<file path="src/shared/tpf_params.svh">
/*
 * Offsets, field positions, reset values and widths for the test pattern
 * and frame clock block and its controller.
 * Assumes inclusion by bare name from the package and the modules.
 */
`ifndef TPF_PARAMS_SVH
`define TPF_PARAMS_SVH

// Device register offsets, one byte each
`define TPF_OFS_PAT_LOW 8'h14
`define TPF_OFS_PAT_MID 8'h15
`define TPF_OFS_PAT_SEL 8'h16
`define TPF_OFS_RCB_CTL 8'h18
`define TPF_OFS_FRM_CTL 8'h19
`define TPF_OFS_AUX_CTL 8'h1F
`define TPF_REG_RESET 8'h00

// Field positions
`define TPF_SEL_B_HI 7
`define TPF_SEL_B_LO 5
`define TPF_SEL_A_HI 4
`define TPF_SEL_A_LO 2
`define TPF_PAT_TOP_HI 1
`define TPF_RCB_ON_BIT 4
`define TPF_AUX_ON_BIT 6
`define TPF_FRM_ORIGIN_BIT 7
`define TPF_FRM_HALVE_BIT 4
`define TPF_FRM_PIN_BIT 1
`define TPF_FRM_STRETCH_BIT 0

// Pattern select codes
`define TPF_SEL_NORMAL 3'h0
`define TPF_SEL_RAMP 3'h2
`define TPF_SEL_CONST 3'h3

// Enable values written during mode apply
`define TPF_RCB_ON_VAL 8'h10
`define TPF_AUX_ON_VAL 8'h40

// Native resolution and buffer depth
`define TPF_NATIVE_W 18
`define TPF_BUF_DEPTH 2

// Controller APB offsets
`define TPF_APB_CMD 12'h000
`define TPF_APB_MODE 12'h004
`define TPF_APB_STATUS 12'h008

// Controller command and mode fields
`define TPF_CMD_READ_BIT 16
`define TPF_CMD_APPLY_BIT 17
`define TPF_WIRES_TWO 2'h0
`define TPF_WIRES_ONE 2'h1
`define TPF_WIRES_HALF 2'h2
`define TPF_MODE_CPLX_BIT 2
`define TPF_APPLY_LAST 2'h2

`endif

</file>
<file path="src/shared/tpf_pkg.sv">
/*
 * Types shared by the pattern device end and its controller.
 * Assumes tpf_params.svh on the include path.
 */
`include "tpf_params.svh"

package tpf_pkg;

   typedef enum logic [2:0] {
      TPF_H_IDLE = 3'h1,
      TPF_H_ISSUE = 3'h2,
      TPF_H_WAIT = 3'h4
   } tpf_host_st_t;

   typedef struct packed {
      logic [7:0] pat_low;
      logic [7:0] pat_mid;
      logic [7:0] pat_sel;
      logic [7:0] rcb_ctl;
      logic [7:0] frm_ctl;
      logic aux_on;
      logic [7:0] rdata;
      logic ack;
      logic [`TPF_NATIVE_W-1:0] ramp_a;
      logic [`TPF_NATIVE_W-1:0] ramp_b;
      logic halve_t;
      logic pulse_dly;
      logic frame;
      logic pin;
   } tpf_dev_state_t;

   typedef struct packed {
      tpf_host_st_t st;
      logic [1:0] step;
      logic apply;
      logic we;
      logic [7:0] addr;
      logic [7:0] wdata;
      logic [7:0] rdata;
      logic [2:0] mode;
   } tpf_host_state_t;

endpackage : tpf_pkg

</file>
<file path="src/shared/tpf_link_if.sv">
/*
 * Link between the pattern device and the capturing controller:
 * byte-wide register port plus the sample stream and shared frame pin.
 * Assumes both ends run on the same clock.
 */
`timescale 1ns/1ps
`include "tpf_params.svh"

interface tpf_link_if;
   // Register port
   logic req;
   logic we;
   logic [7:0] addr;
   logic [7:0] wdata;
   logic ack;
   logic [7:0] rdata;
   // Sample stream
   logic dvalid;
   logic dready;
   logic [`TPF_NATIVE_W-1:0] da;
   logic [`TPF_NATIVE_W-1:0] db;
   logic pin;

   modport dev (
      input req, we, addr, wdata, dready,
      output ack, rdata, dvalid, da, db, pin
   );

   modport host (
      output req, we, addr, wdata, dready,
      input ack, rdata, dvalid, da, db, pin
   );
endinterface : tpf_link_if

</file>
<file path="src/logic/tpf_buf.sv">
/*
 * Small ring buffer with valid/ready on both sides.
 * Assumes one clock; storage is flip-flops.
 */
`timescale 1ns/1ps

module tpf_buf #(
   parameter int WIDTH = 36,
   parameter int DEPTH = 2
) (
   // Clock and reset
   input wire logic ref_clk_i,
   input wire logic reset_n_i,
   // Fill side
   input wire logic in_valid_i,
   output logic in_ready_o,
   input wire logic [WIDTH-1:0] in_data_i,
   // Drain side
   output logic out_valid_o,
   input wire logic out_ready_i,
   output logic [WIDTH-1:0] out_data_o
);
   localparam int AW = (DEPTH > 1) ? $clog2(DEPTH) : 1;

   if (DEPTH < 2 || (DEPTH & (DEPTH - 1)) != 0) begin : g_bad_depth
      $error("tpf_buf: DEPTH must be a power of two, at least 2");
   end

   typedef struct packed {
      logic [DEPTH-1:0][WIDTH-1:0] mem;
      logic [AW-1:0] wp;
      logic [AW-1:0] rp;
      logic [AW:0] cnt;
   } tpf_buf_state_t;

   tpf_buf_state_t q, d;
   logic push, pop;

   assign in_ready_o = (q.cnt != (AW+1)'(DEPTH));
   assign out_valid_o = (q.cnt != '0);
   assign out_data_o = q.mem[q.rp];
   assign push = in_valid_i && in_ready_o;
   assign pop = out_valid_o && out_ready_i;

   always_comb begin
      d = q;
      if (push) begin
         d.mem[q.wp] = in_data_i;
         d.wp = q.wp + AW'(1);
      end
      if (pop) begin
         d.rp = q.rp + AW'(1);
      end
      d.cnt = q.cnt + (AW+1)'(push) - (AW+1)'(pop);
   end

   always_ff @(posedge ref_clk_i) begin
      if (!reset_n_i) begin
         q <= '0;
      end else begin
         q <= d;
      end
   end
endmodule : tpf_buf

</file>
<file path="src/logic/tpf_dev_end.sv">
/*
 * Device end: pattern registers, per-channel test pattern insertion,
 * frame clock shaping and the shared frame pin, with a two-entry
 * buffer ahead of the sample stream.
 * Assumes conversion data and frame pulses come from logic on ref_clk_i
 * and the register port is driven by the controller on the same clock.
 */
// The implementer's own choice: the APB slave port.
// Overview of operation
// - Constant mode outputs 18-bit word, MSB aligned.
// - Ramp mode uses custom word as step.
// - Channel B select bits 7-5 choose output.
// - Channel A select bits 4-2 choose output.
// - Patterns inserted pre-mapper, native MSB-justified.
// - Pattern identical under every output format.
// - Return clock buffer needs both enables.
// - Origin 0 takes frame from converter core.
// - Origin 1 takes frame from down-converter.
// - Halve only for 2-wire bypass.
// - Pin bit selects data or frame clock.
// - Stretch widens frame over both words.
// - Controller combines frame settings per mode.
`timescale 1ns/1ps
`include "tpf_params.svh"

module tpf_dev_end #(
   parameter int NATIVE_W = `TPF_NATIVE_W,
   parameter int BUF_DEPTH = `TPF_BUF_DEPTH
) (
   // Clock and reset
   input wire logic ref_clk_i,
   input wire logic reset_n_i,
   // Conversion samples
   input wire logic sample_valid_i,
   output logic sample_ready_o,
   input wire logic [NATIVE_W-1:0] conv_a_i,
   input wire logic [NATIVE_W-1:0] conv_b_i,
   // Frame pulses
   input wire logic core_frame_i,
   input wire logic downconv_frame_i,
   // Clock buffer power
   output logic return_clock_buffer_on_o,
   // Link
   tpf_link_if.dev link
);
   // The select register holds exactly the top two word bits
   if (NATIVE_W != `TPF_NATIVE_W) begin : g_bad_width
      $error("tpf_dev_end: pattern fields are fixed at 18 bits");
   end
   if (BUF_DEPTH < 2 || (BUF_DEPTH & (BUF_DEPTH - 1)) != 0) begin : g_bad_depth
      $error("tpf_dev_end: BUF_DEPTH must be a power of two, at least 2");
   end

   ////////////////////////////////////////////////////////////////////
   // Pattern selection

   // Unused select codes fall back to live data, so a bad write
   // never freezes the stream.
   function automatic logic [NATIVE_W-1:0] pick(
      input logic [2:0] sel,
      input logic [NATIVE_W-1:0] conv,
      input logic [NATIVE_W-1:0] ramp,
      input logic [NATIVE_W-1:0] word
   );
      logic [NATIVE_W-1:0] r;
      r = conv;
      case (sel)
         `TPF_SEL_RAMP: r = ramp;
         `TPF_SEL_CONST: r = word;
         default: r = conv;
      endcase
      return r;
   endfunction : pick

   // Read-back byte for an offset; unmapped offsets read as zero
   function automatic logic [7:0] read_back(
      input logic [7:0] addr,
      input tpf_pkg::tpf_dev_state_t s
   );
      logic [7:0] v;
      v = 8'h00;
      case (addr)
         `TPF_OFS_PAT_LOW: v = s.pat_low;
         `TPF_OFS_PAT_MID: v = s.pat_mid;
         `TPF_OFS_PAT_SEL: v = s.pat_sel;
         `TPF_OFS_RCB_CTL: v = s.rcb_ctl;
         `TPF_OFS_FRM_CTL: v = s.frm_ctl;
         // Only the enable bit of the aux register is kept
         `TPF_OFS_AUX_CTL: v = {1'b0, s.aux_on, 6'h00};
         default: v = 8'h00;
      endcase
      return v;
   endfunction : read_back

   tpf_pkg::tpf_dev_state_t q, d;
   logic [NATIVE_W-1:0] word;
   logic [2:0] sel_a;
   logic [2:0] sel_b;
   logic [NATIVE_W-1:0] out_a;
   logic [NATIVE_W-1:0] out_b;
   logic buf_ready;
   logic push;
   logic src_pulse;
   logic pass_pulse;
   localparam int BUF_W = 2 * NATIVE_W;
   logic [BUF_W-1:0] buf_out;

   // Top two bits sit in the select register
   assign word = {q.pat_sel[`TPF_PAT_TOP_HI:0], q.pat_mid, q.pat_low};
   assign sel_b = q.pat_sel[`TPF_SEL_B_HI:`TPF_SEL_B_LO];
   assign sel_a = q.pat_sel[`TPF_SEL_A_HI:`TPF_SEL_A_LO];
   assign out_a = pick(sel_a, conv_a_i, q.ramp_a, word);
   assign out_b = pick(sel_b, conv_b_i, q.ramp_b, word);
   assign push = sample_valid_i && buf_ready;
   assign sample_ready_o = buf_ready;

   ////////////////////////////////////////////////////////////////////
   // Frame clock shaping

   // Both frame inputs are one-cycle pulses on ref_clk_i
   assign src_pulse = q.frm_ctl[`TPF_FRM_ORIGIN_BIT] ? downconv_frame_i
                                                     : core_frame_i;
   // Halve passes every second pulse
   assign pass_pulse = src_pulse && (!q.frm_ctl[`TPF_FRM_HALVE_BIT] || q.halve_t);

   ////////////////////////////////////////////////////////////////////
   // Next state

   always_comb begin
      d = q;
      d.ack = 1'b0;
      // One access per req; ack and read-back follow on the next edge
      if (link.req) begin
         d.ack = 1'b1;
         if (link.we) begin
            case (link.addr)
               `TPF_OFS_PAT_LOW: d.pat_low = link.wdata;
               `TPF_OFS_PAT_MID: d.pat_mid = link.wdata;
               `TPF_OFS_PAT_SEL: d.pat_sel = link.wdata;
               `TPF_OFS_RCB_CTL: d.rcb_ctl = link.wdata;
               `TPF_OFS_FRM_CTL: d.frm_ctl = link.wdata;
               `TPF_OFS_AUX_CTL: d.aux_on = link.wdata[`TPF_AUX_ON_BIT];
               default: d.ack = 1'b1;
            endcase
            // Writes clear the read-back byte
            d.rdata = 8'h00;
         end else begin
            d.rdata = read_back(link.addr, q);
         end
      end

      // Step once per accepted sample, natural wrap at 18 bits
      if (push) begin
         d.ramp_a = q.ramp_a + word;
         d.ramp_b = q.ramp_b + word;
      end
      // Ramp restarts from zero while its channel is not ramping
      if (sel_a != `TPF_SEL_RAMP) begin
         d.ramp_a = '0;
      end
      if (sel_b != `TPF_SEL_RAMP) begin
         d.ramp_b = '0;
      end

      if (src_pulse) begin
         d.halve_t = !q.halve_t;
      end
      d.pulse_dly = pass_pulse;
      // Stretch holds the frame one more cycle to cover channel B
      d.frame = pass_pulse || (q.frm_ctl[`TPF_FRM_STRETCH_BIT] && q.pulse_dly);
      d.pin = q.frm_ctl[`TPF_FRM_PIN_BIT] ? d.frame : buf_out[0];
   end

   always_ff @(posedge ref_clk_i) begin
      if (!reset_n_i) begin
         q <= '0;
      end else begin
         q <= d;
      end
   end

   ////////////////////////////////////////////////////////////////////
   // Output stream

   tpf_buf #(
      .WIDTH(BUF_W),
      .DEPTH(BUF_DEPTH)
   ) u_buf (
      .ref_clk_i(ref_clk_i),
      .reset_n_i(reset_n_i),
      .in_valid_i(sample_valid_i),
      .in_ready_o(buf_ready),
      .in_data_i({out_a, out_b}),
      .out_valid_o(link.dvalid),
      .out_ready_i(link.dready),
      .out_data_o(buf_out)
   );

   // Channel A rides in the upper half of each entry
   assign link.da = buf_out[BUF_W-1:NATIVE_W];
   assign link.db = buf_out[NATIVE_W-1:0];
   // Pin, ack and read-back come straight from flops
   assign link.pin = q.pin;
   assign link.ack = q.ack;
   assign link.rdata = q.rdata;
   assign return_clock_buffer_on_o = q.rcb_ctl[`TPF_RCB_ON_BIT] && q.aux_on;
endmodule : tpf_dev_end

</file>
<file path="src/flat_wrapper.sv">
// flat-port wrapper written by rule: the top's interface ports become plain ports
module tpf_dev_end_flat 
#(
   parameter int NATIVE_W = `TPF_NATIVE_W,
   parameter int BUF_DEPTH = `TPF_BUF_DEPTH
)
  (ref_clk_i, reset_n_i, sample_valid_i, sample_ready_o, conv_a_i, conv_b_i, core_frame_i, downconv_frame_i, return_clock_buffer_on_o, link_req, link_we, link_addr, link_wdata, link_dready, link_ack, link_rdata, link_dvalid, link_da, link_db, link_pin);
  tpf_link_if link_i ();
  input wire logic ref_clk_i;
  input wire logic reset_n_i;
  input wire logic sample_valid_i;
  output logic sample_ready_o;
  input wire logic [NATIVE_W-1:0] conv_a_i;
  input wire logic [NATIVE_W-1:0] conv_b_i;
  input wire logic core_frame_i;
  input wire logic downconv_frame_i;
  output logic return_clock_buffer_on_o;
  input wire logic [$bits(link_i.req)-1:0] link_req;
  input wire logic [$bits(link_i.we)-1:0] link_we;
  input wire logic [$bits(link_i.addr)-1:0] link_addr;
  input wire logic [$bits(link_i.wdata)-1:0] link_wdata;
  input wire logic [$bits(link_i.dready)-1:0] link_dready;
  output wire logic [$bits(link_i.ack)-1:0] link_ack;
  output wire logic [$bits(link_i.rdata)-1:0] link_rdata;
  output wire logic [$bits(link_i.dvalid)-1:0] link_dvalid;
  output wire logic [$bits(link_i.da)-1:0] link_da;
  output wire logic [$bits(link_i.db)-1:0] link_db;
  output wire logic [$bits(link_i.pin)-1:0] link_pin;
  assign link_i.req = link_req;
  assign link_i.we = link_we;
  assign link_i.addr = link_addr;
  assign link_i.wdata = link_wdata;
  assign link_i.dready = link_dready;
  assign link_ack = link_i.ack;
  assign link_rdata = link_i.rdata;
  assign link_dvalid = link_i.dvalid;
  assign link_da = link_i.da;
  assign link_db = link_i.db;
  assign link_pin = link_i.pin;
  tpf_dev_end #(.NATIVE_W(NATIVE_W), .BUF_DEPTH(BUF_DEPTH)) u_core (.ref_clk_i(ref_clk_i), .reset_n_i(reset_n_i), .sample_valid_i(sample_valid_i), .sample_ready_o(sample_ready_o), .conv_a_i(conv_a_i), .conv_b_i(conv_b_i), .core_frame_i(core_frame_i), .downconv_frame_i(downconv_frame_i), .return_clock_buffer_on_o(return_clock_buffer_on_o), .link(link_i));
endmodule
</file>
<file path="config.mk">
export PLATFORM = sky130hd
export DESIGN_NAME = tpf_dev_end_flat
export DESIGN_NICKNAME = d
export VERILOG_FILES = /design/src/shared/tpf_pkg.sv /design/src/shared/tpf_link_if.sv /design/src/logic/tpf_buf.sv /design/src/logic/tpf_dev_end.sv /design/src/flat_wrapper.sv
export VERILOG_INCLUDE_DIRS = /design/src /design/src/shared
export SDC_FILE = /design/constraint.sdc
export NUM_CORES = 1
export LEC_CHECK = 0
export ABC_CLOCK_PERIOD_IN_PS = 2600
export BUFFER_PORTS_ARGS = -buffer_cell sky130_fd_sc_hd__buf_2
export CORE_AREA = 5 5 174 176
export DETAILED_ROUTE_END_ITERATION = 8
export DIE_AREA = 0 0 179 181
export PLACE_DENSITY = 0.59
export SYNTH_ARGS = -nofsm -noshare
export SYNTH_HDL_FRONTEND = slang
export SYNTH_HIERARCHICAL = 1
export SYNTH_SLANG_ARGS = --single-unit
export TNS_END_PERCENT = 100
</file>
<file path="constraint.sdc">
create_clock -name ref_clk_i -period 2.6 [get_ports ref_clk_i]
set_clock_uncertainty 0.1 [all_clocks]
set_input_delay 0 -clock ref_clk_i [delete_from_list [all_inputs] [get_ports ref_clk_i]]
set_output_delay 0 -clock ref_clk_i [all_outputs]
set_load 0.1 [all_outputs]
</file>
==> metrics <==
Worst Path Required 2.83 ns; buffers and inverters on the worst path 1; Gate power share 25.4%; worst hold path class in2reg; via count 9398; CP Class reg2reg; initial antenna violation count 0; core area 28500 µm²; leakage 0.00467 µW; status finished, final reports clean; final wirelength 30.3 mm; Syn. warnings 6; Critical Path Max Stage Delay 0.37 ns; crit end category register; # H-tree levels 4; GRT overflow 0; Synth cell types 61; Routed wire per std cell 17.9 µm; Pint 4420 µW; delay-heaviest family, CP compound AO/OA/AOI/OAI gates; post-CTS setup buffers 0; Mapped Nets 1281; Crit path arrival time 2.68 ns; clock share of power 36.2%; max-cap violations 0; row cnt 62; ranking of synthesized cells by area dfxtp_1 33%, mux2i_1 9.0%, a21oi_1 6.3%, o31ai_1 5.5%, nand4_1 4.8%; Final period util 94.2%; Clock Path Buffers 2; io pins 109; worst rel slew slack 43.9%; Sw Ratio 38.0%; largest net degree at the start of global routing 80; global-route wire length before repair 48.5 mm; Post-Syn Instances 1184; Flop pwr share 38.4%; Residual DRC 0; Clock Sinks 165; Die Width 179 µm; ordered cell list for the critical path ha_1, inv_1, fa_1, nor2b_1, o31a_1, o2111ai_1, a41oi_2, o21a_1, mux2_2; root buf cell clkbuf_16; top_reg_cell synth dfxtp_1; final net count 1394; crit path max fanout 5; Die ar. 32400 µm²; unrepaired setup endpoints after global routing false; cell accounting for the most synthesized area dfxtp_1; diode count 0; vias in the first global route 9066; share of cells above drive strength 1 18.6%; Multi-input gate area 6140 µm²; Syn Area/Cell 8.54 µm²; Vias/cell 5.55; Yosys top cell area share 32.7%; Area growth syn-to-layout 19.1%; number of synthesized flops with an enable pin 0; synthesized area 10100 µm²; cts bufs inserted 17; Peak Freq 408 MHz; power per standard cell area 593 nW/µm²; Critical Path Source Type register; Synth Register Bits 165; final setup violation count 0; hpwl dp 20.4 mm; VDD IR max 0.436 mV; Buffers on Ports 108; Final TNS setup 0 ns; Filler cells 2880; leading cell type by number of instances after synthesis dfxtp_1; register area share after synthesis 32.7%; Die H 181 µm; GPL Wtd Cong 0.904; fin util 42.3%; clock latency on the worst-skew pair 0.44 ns; total iterations of the first detailed-routing run 5; Starting Density 35.5%; register area 3310 µm²; First DRT Iteration DRCs 880; final count of hold timing violations 0; Post-synth ARST share 0%; commonest cells in the netlist 165 x dfxtp_1, 127 x a21oi_1, 91 x mux2i_1; Reg clk slew, reported paths 0.07 ns; worst slew pin tran 0.842 ns; Final Critical Period 2.45 ns; sw power 2710 µW; TritonCTS clock tree yes; Slowest-stage cell, CP dfxtp_2; Antenna Nets Post-Route 0; Final Max Tran Viols 0; total track usage 18.3%
-- path summary, 6_finish.rpt --
kind | startpoint | to | slack [ns] | depth (start not counted)
worst max-delay path | u_core/q[82]$_SDFFE_PN0P_ | u_core/q[18]$_SDFFE_PP0P_ | 0.15 | 9
worst min-delay path | link_addr[6] | u_core/q[49]$_SDFFE_PN0P_ | 0.02 | 6
worst min register to register | u_core/u_buf/q[74]$_SDFFE_PN0P_ | u_core/u_buf/q[74]$_SDFFE_PN0P_ | 0.37 | 2
worst max register to register | u_core/q[82]$_SDFFE_PN0P_ | u_core/q[18]$_SDFFE_PP0P_ | 0.15 | 9
-- flip-flops by register name, indices dropped and copies added, names as in the netlist --
register / flops
u_core/link.pin: 1
u_core/link.ack: 1
u_core/q: 79
u_core/u_buf/q: 76
u_core/link.rdata: 8
-- worst register-to-register path, stage by stage, from the launching register on --
cell and delay (ns):
dfxtp_2 0.37, ha_1 0.17, inv_1 0.05, fa_1 0.37, nor2b_1 0.17, o31a_1 0.20
o2111ai_1 0.17, a41oi_2 0.27, o21a_1 0.14, mux2_2 0.32
-- placed cells by master (no fill, tap or decap), drive strengths merged, types with 4 or more instances in the layout --
cell type and count:
dfxtp 165, buf 152, a21oi 127, mux2i 91
nand2 78, nand4 77, o31ai 74, o21ai 63
dlygate4sd3 51, nor2b 50, nand3 47, mux2 37
ha 35, inv 35, nor2 21, and2 19
clkbuf 18, nor3 17, a21o 14, nand2b 12
a221oi 10, or3 9, o22ai 8, nand3b 7
and3 7, o2bb2ai 7, a2111o 6, o21a 6
xnor2 6, nor4 6, a211oi 5, a21boi 4
a31oi 4, clkinv 4
-- logic make-up after synthesis --
kind of cell	share of synthesized area, %
compound gates	21.8
xor+xnor	0.607
fa+ha+maj	4.73
buf+inv	6.88
flops	32.7
mux	13.1
simple gates	20.1
-- area by class of cell --
| cell class | instances | area share, % |
|---|---|---|
| clock buffer | 18 | 3.65 |
| clock inverter | 14 | 1.30 |
| timing repair buffer | 203 | 11.8 |
| tap | 384 | 3.99 |
| multi-input combinational | 884 | 51.0 |
| sequential | 165 | 27.5 |
| inverter | 26 | 0.811 |
-- through the flow --
step	total power, µW	instances	worst slack (ns)	hold WS, ns	area (µm²)
after floorplan	4270	1184	0.0704	0.0217	10100
after CTS	7180	1694	0.00856	0.00221	12000
after global routing	7430	1694	0.00184	0.0402	12000
final	7140	1694	0.150	0.0153	12000
after global placement	4540	1611	0.0331	0.217	10900
after detailed placement	4550	1611	-0.0667	0.211	10900
-- power by group through the flow --
stage               Clock (µW)  Sequential (µW)  Combinational [µW]
CTS                       2630             2740                1810
global route              2760             2760                1920
detailed placement           0             2800                1750
floorplan                    0             2760                1510
finish                    2580             2740                1810
global placement             0             2800                1750
-- per-layer routing --
metal / track usage, % / vias up / wire (µm)
met4: 4.30 / 0 / 439
met2: 28.4 / 255 / 13600
met5: 0 / - / 0
li1: - / 4647 / -
met3: 3.28 / 28 / 1460
met1: 26.5 / 4468 / 14800
-- timing repair --
action,in CTS,in global routing
gates resized for setup,2,5
pin swaps,0,0
hold endpoints to repair,123,0
setup endpoints to repair,1,8
hold buffers,51,0
No activity file was read; power rests on OpenSTA's default activity.
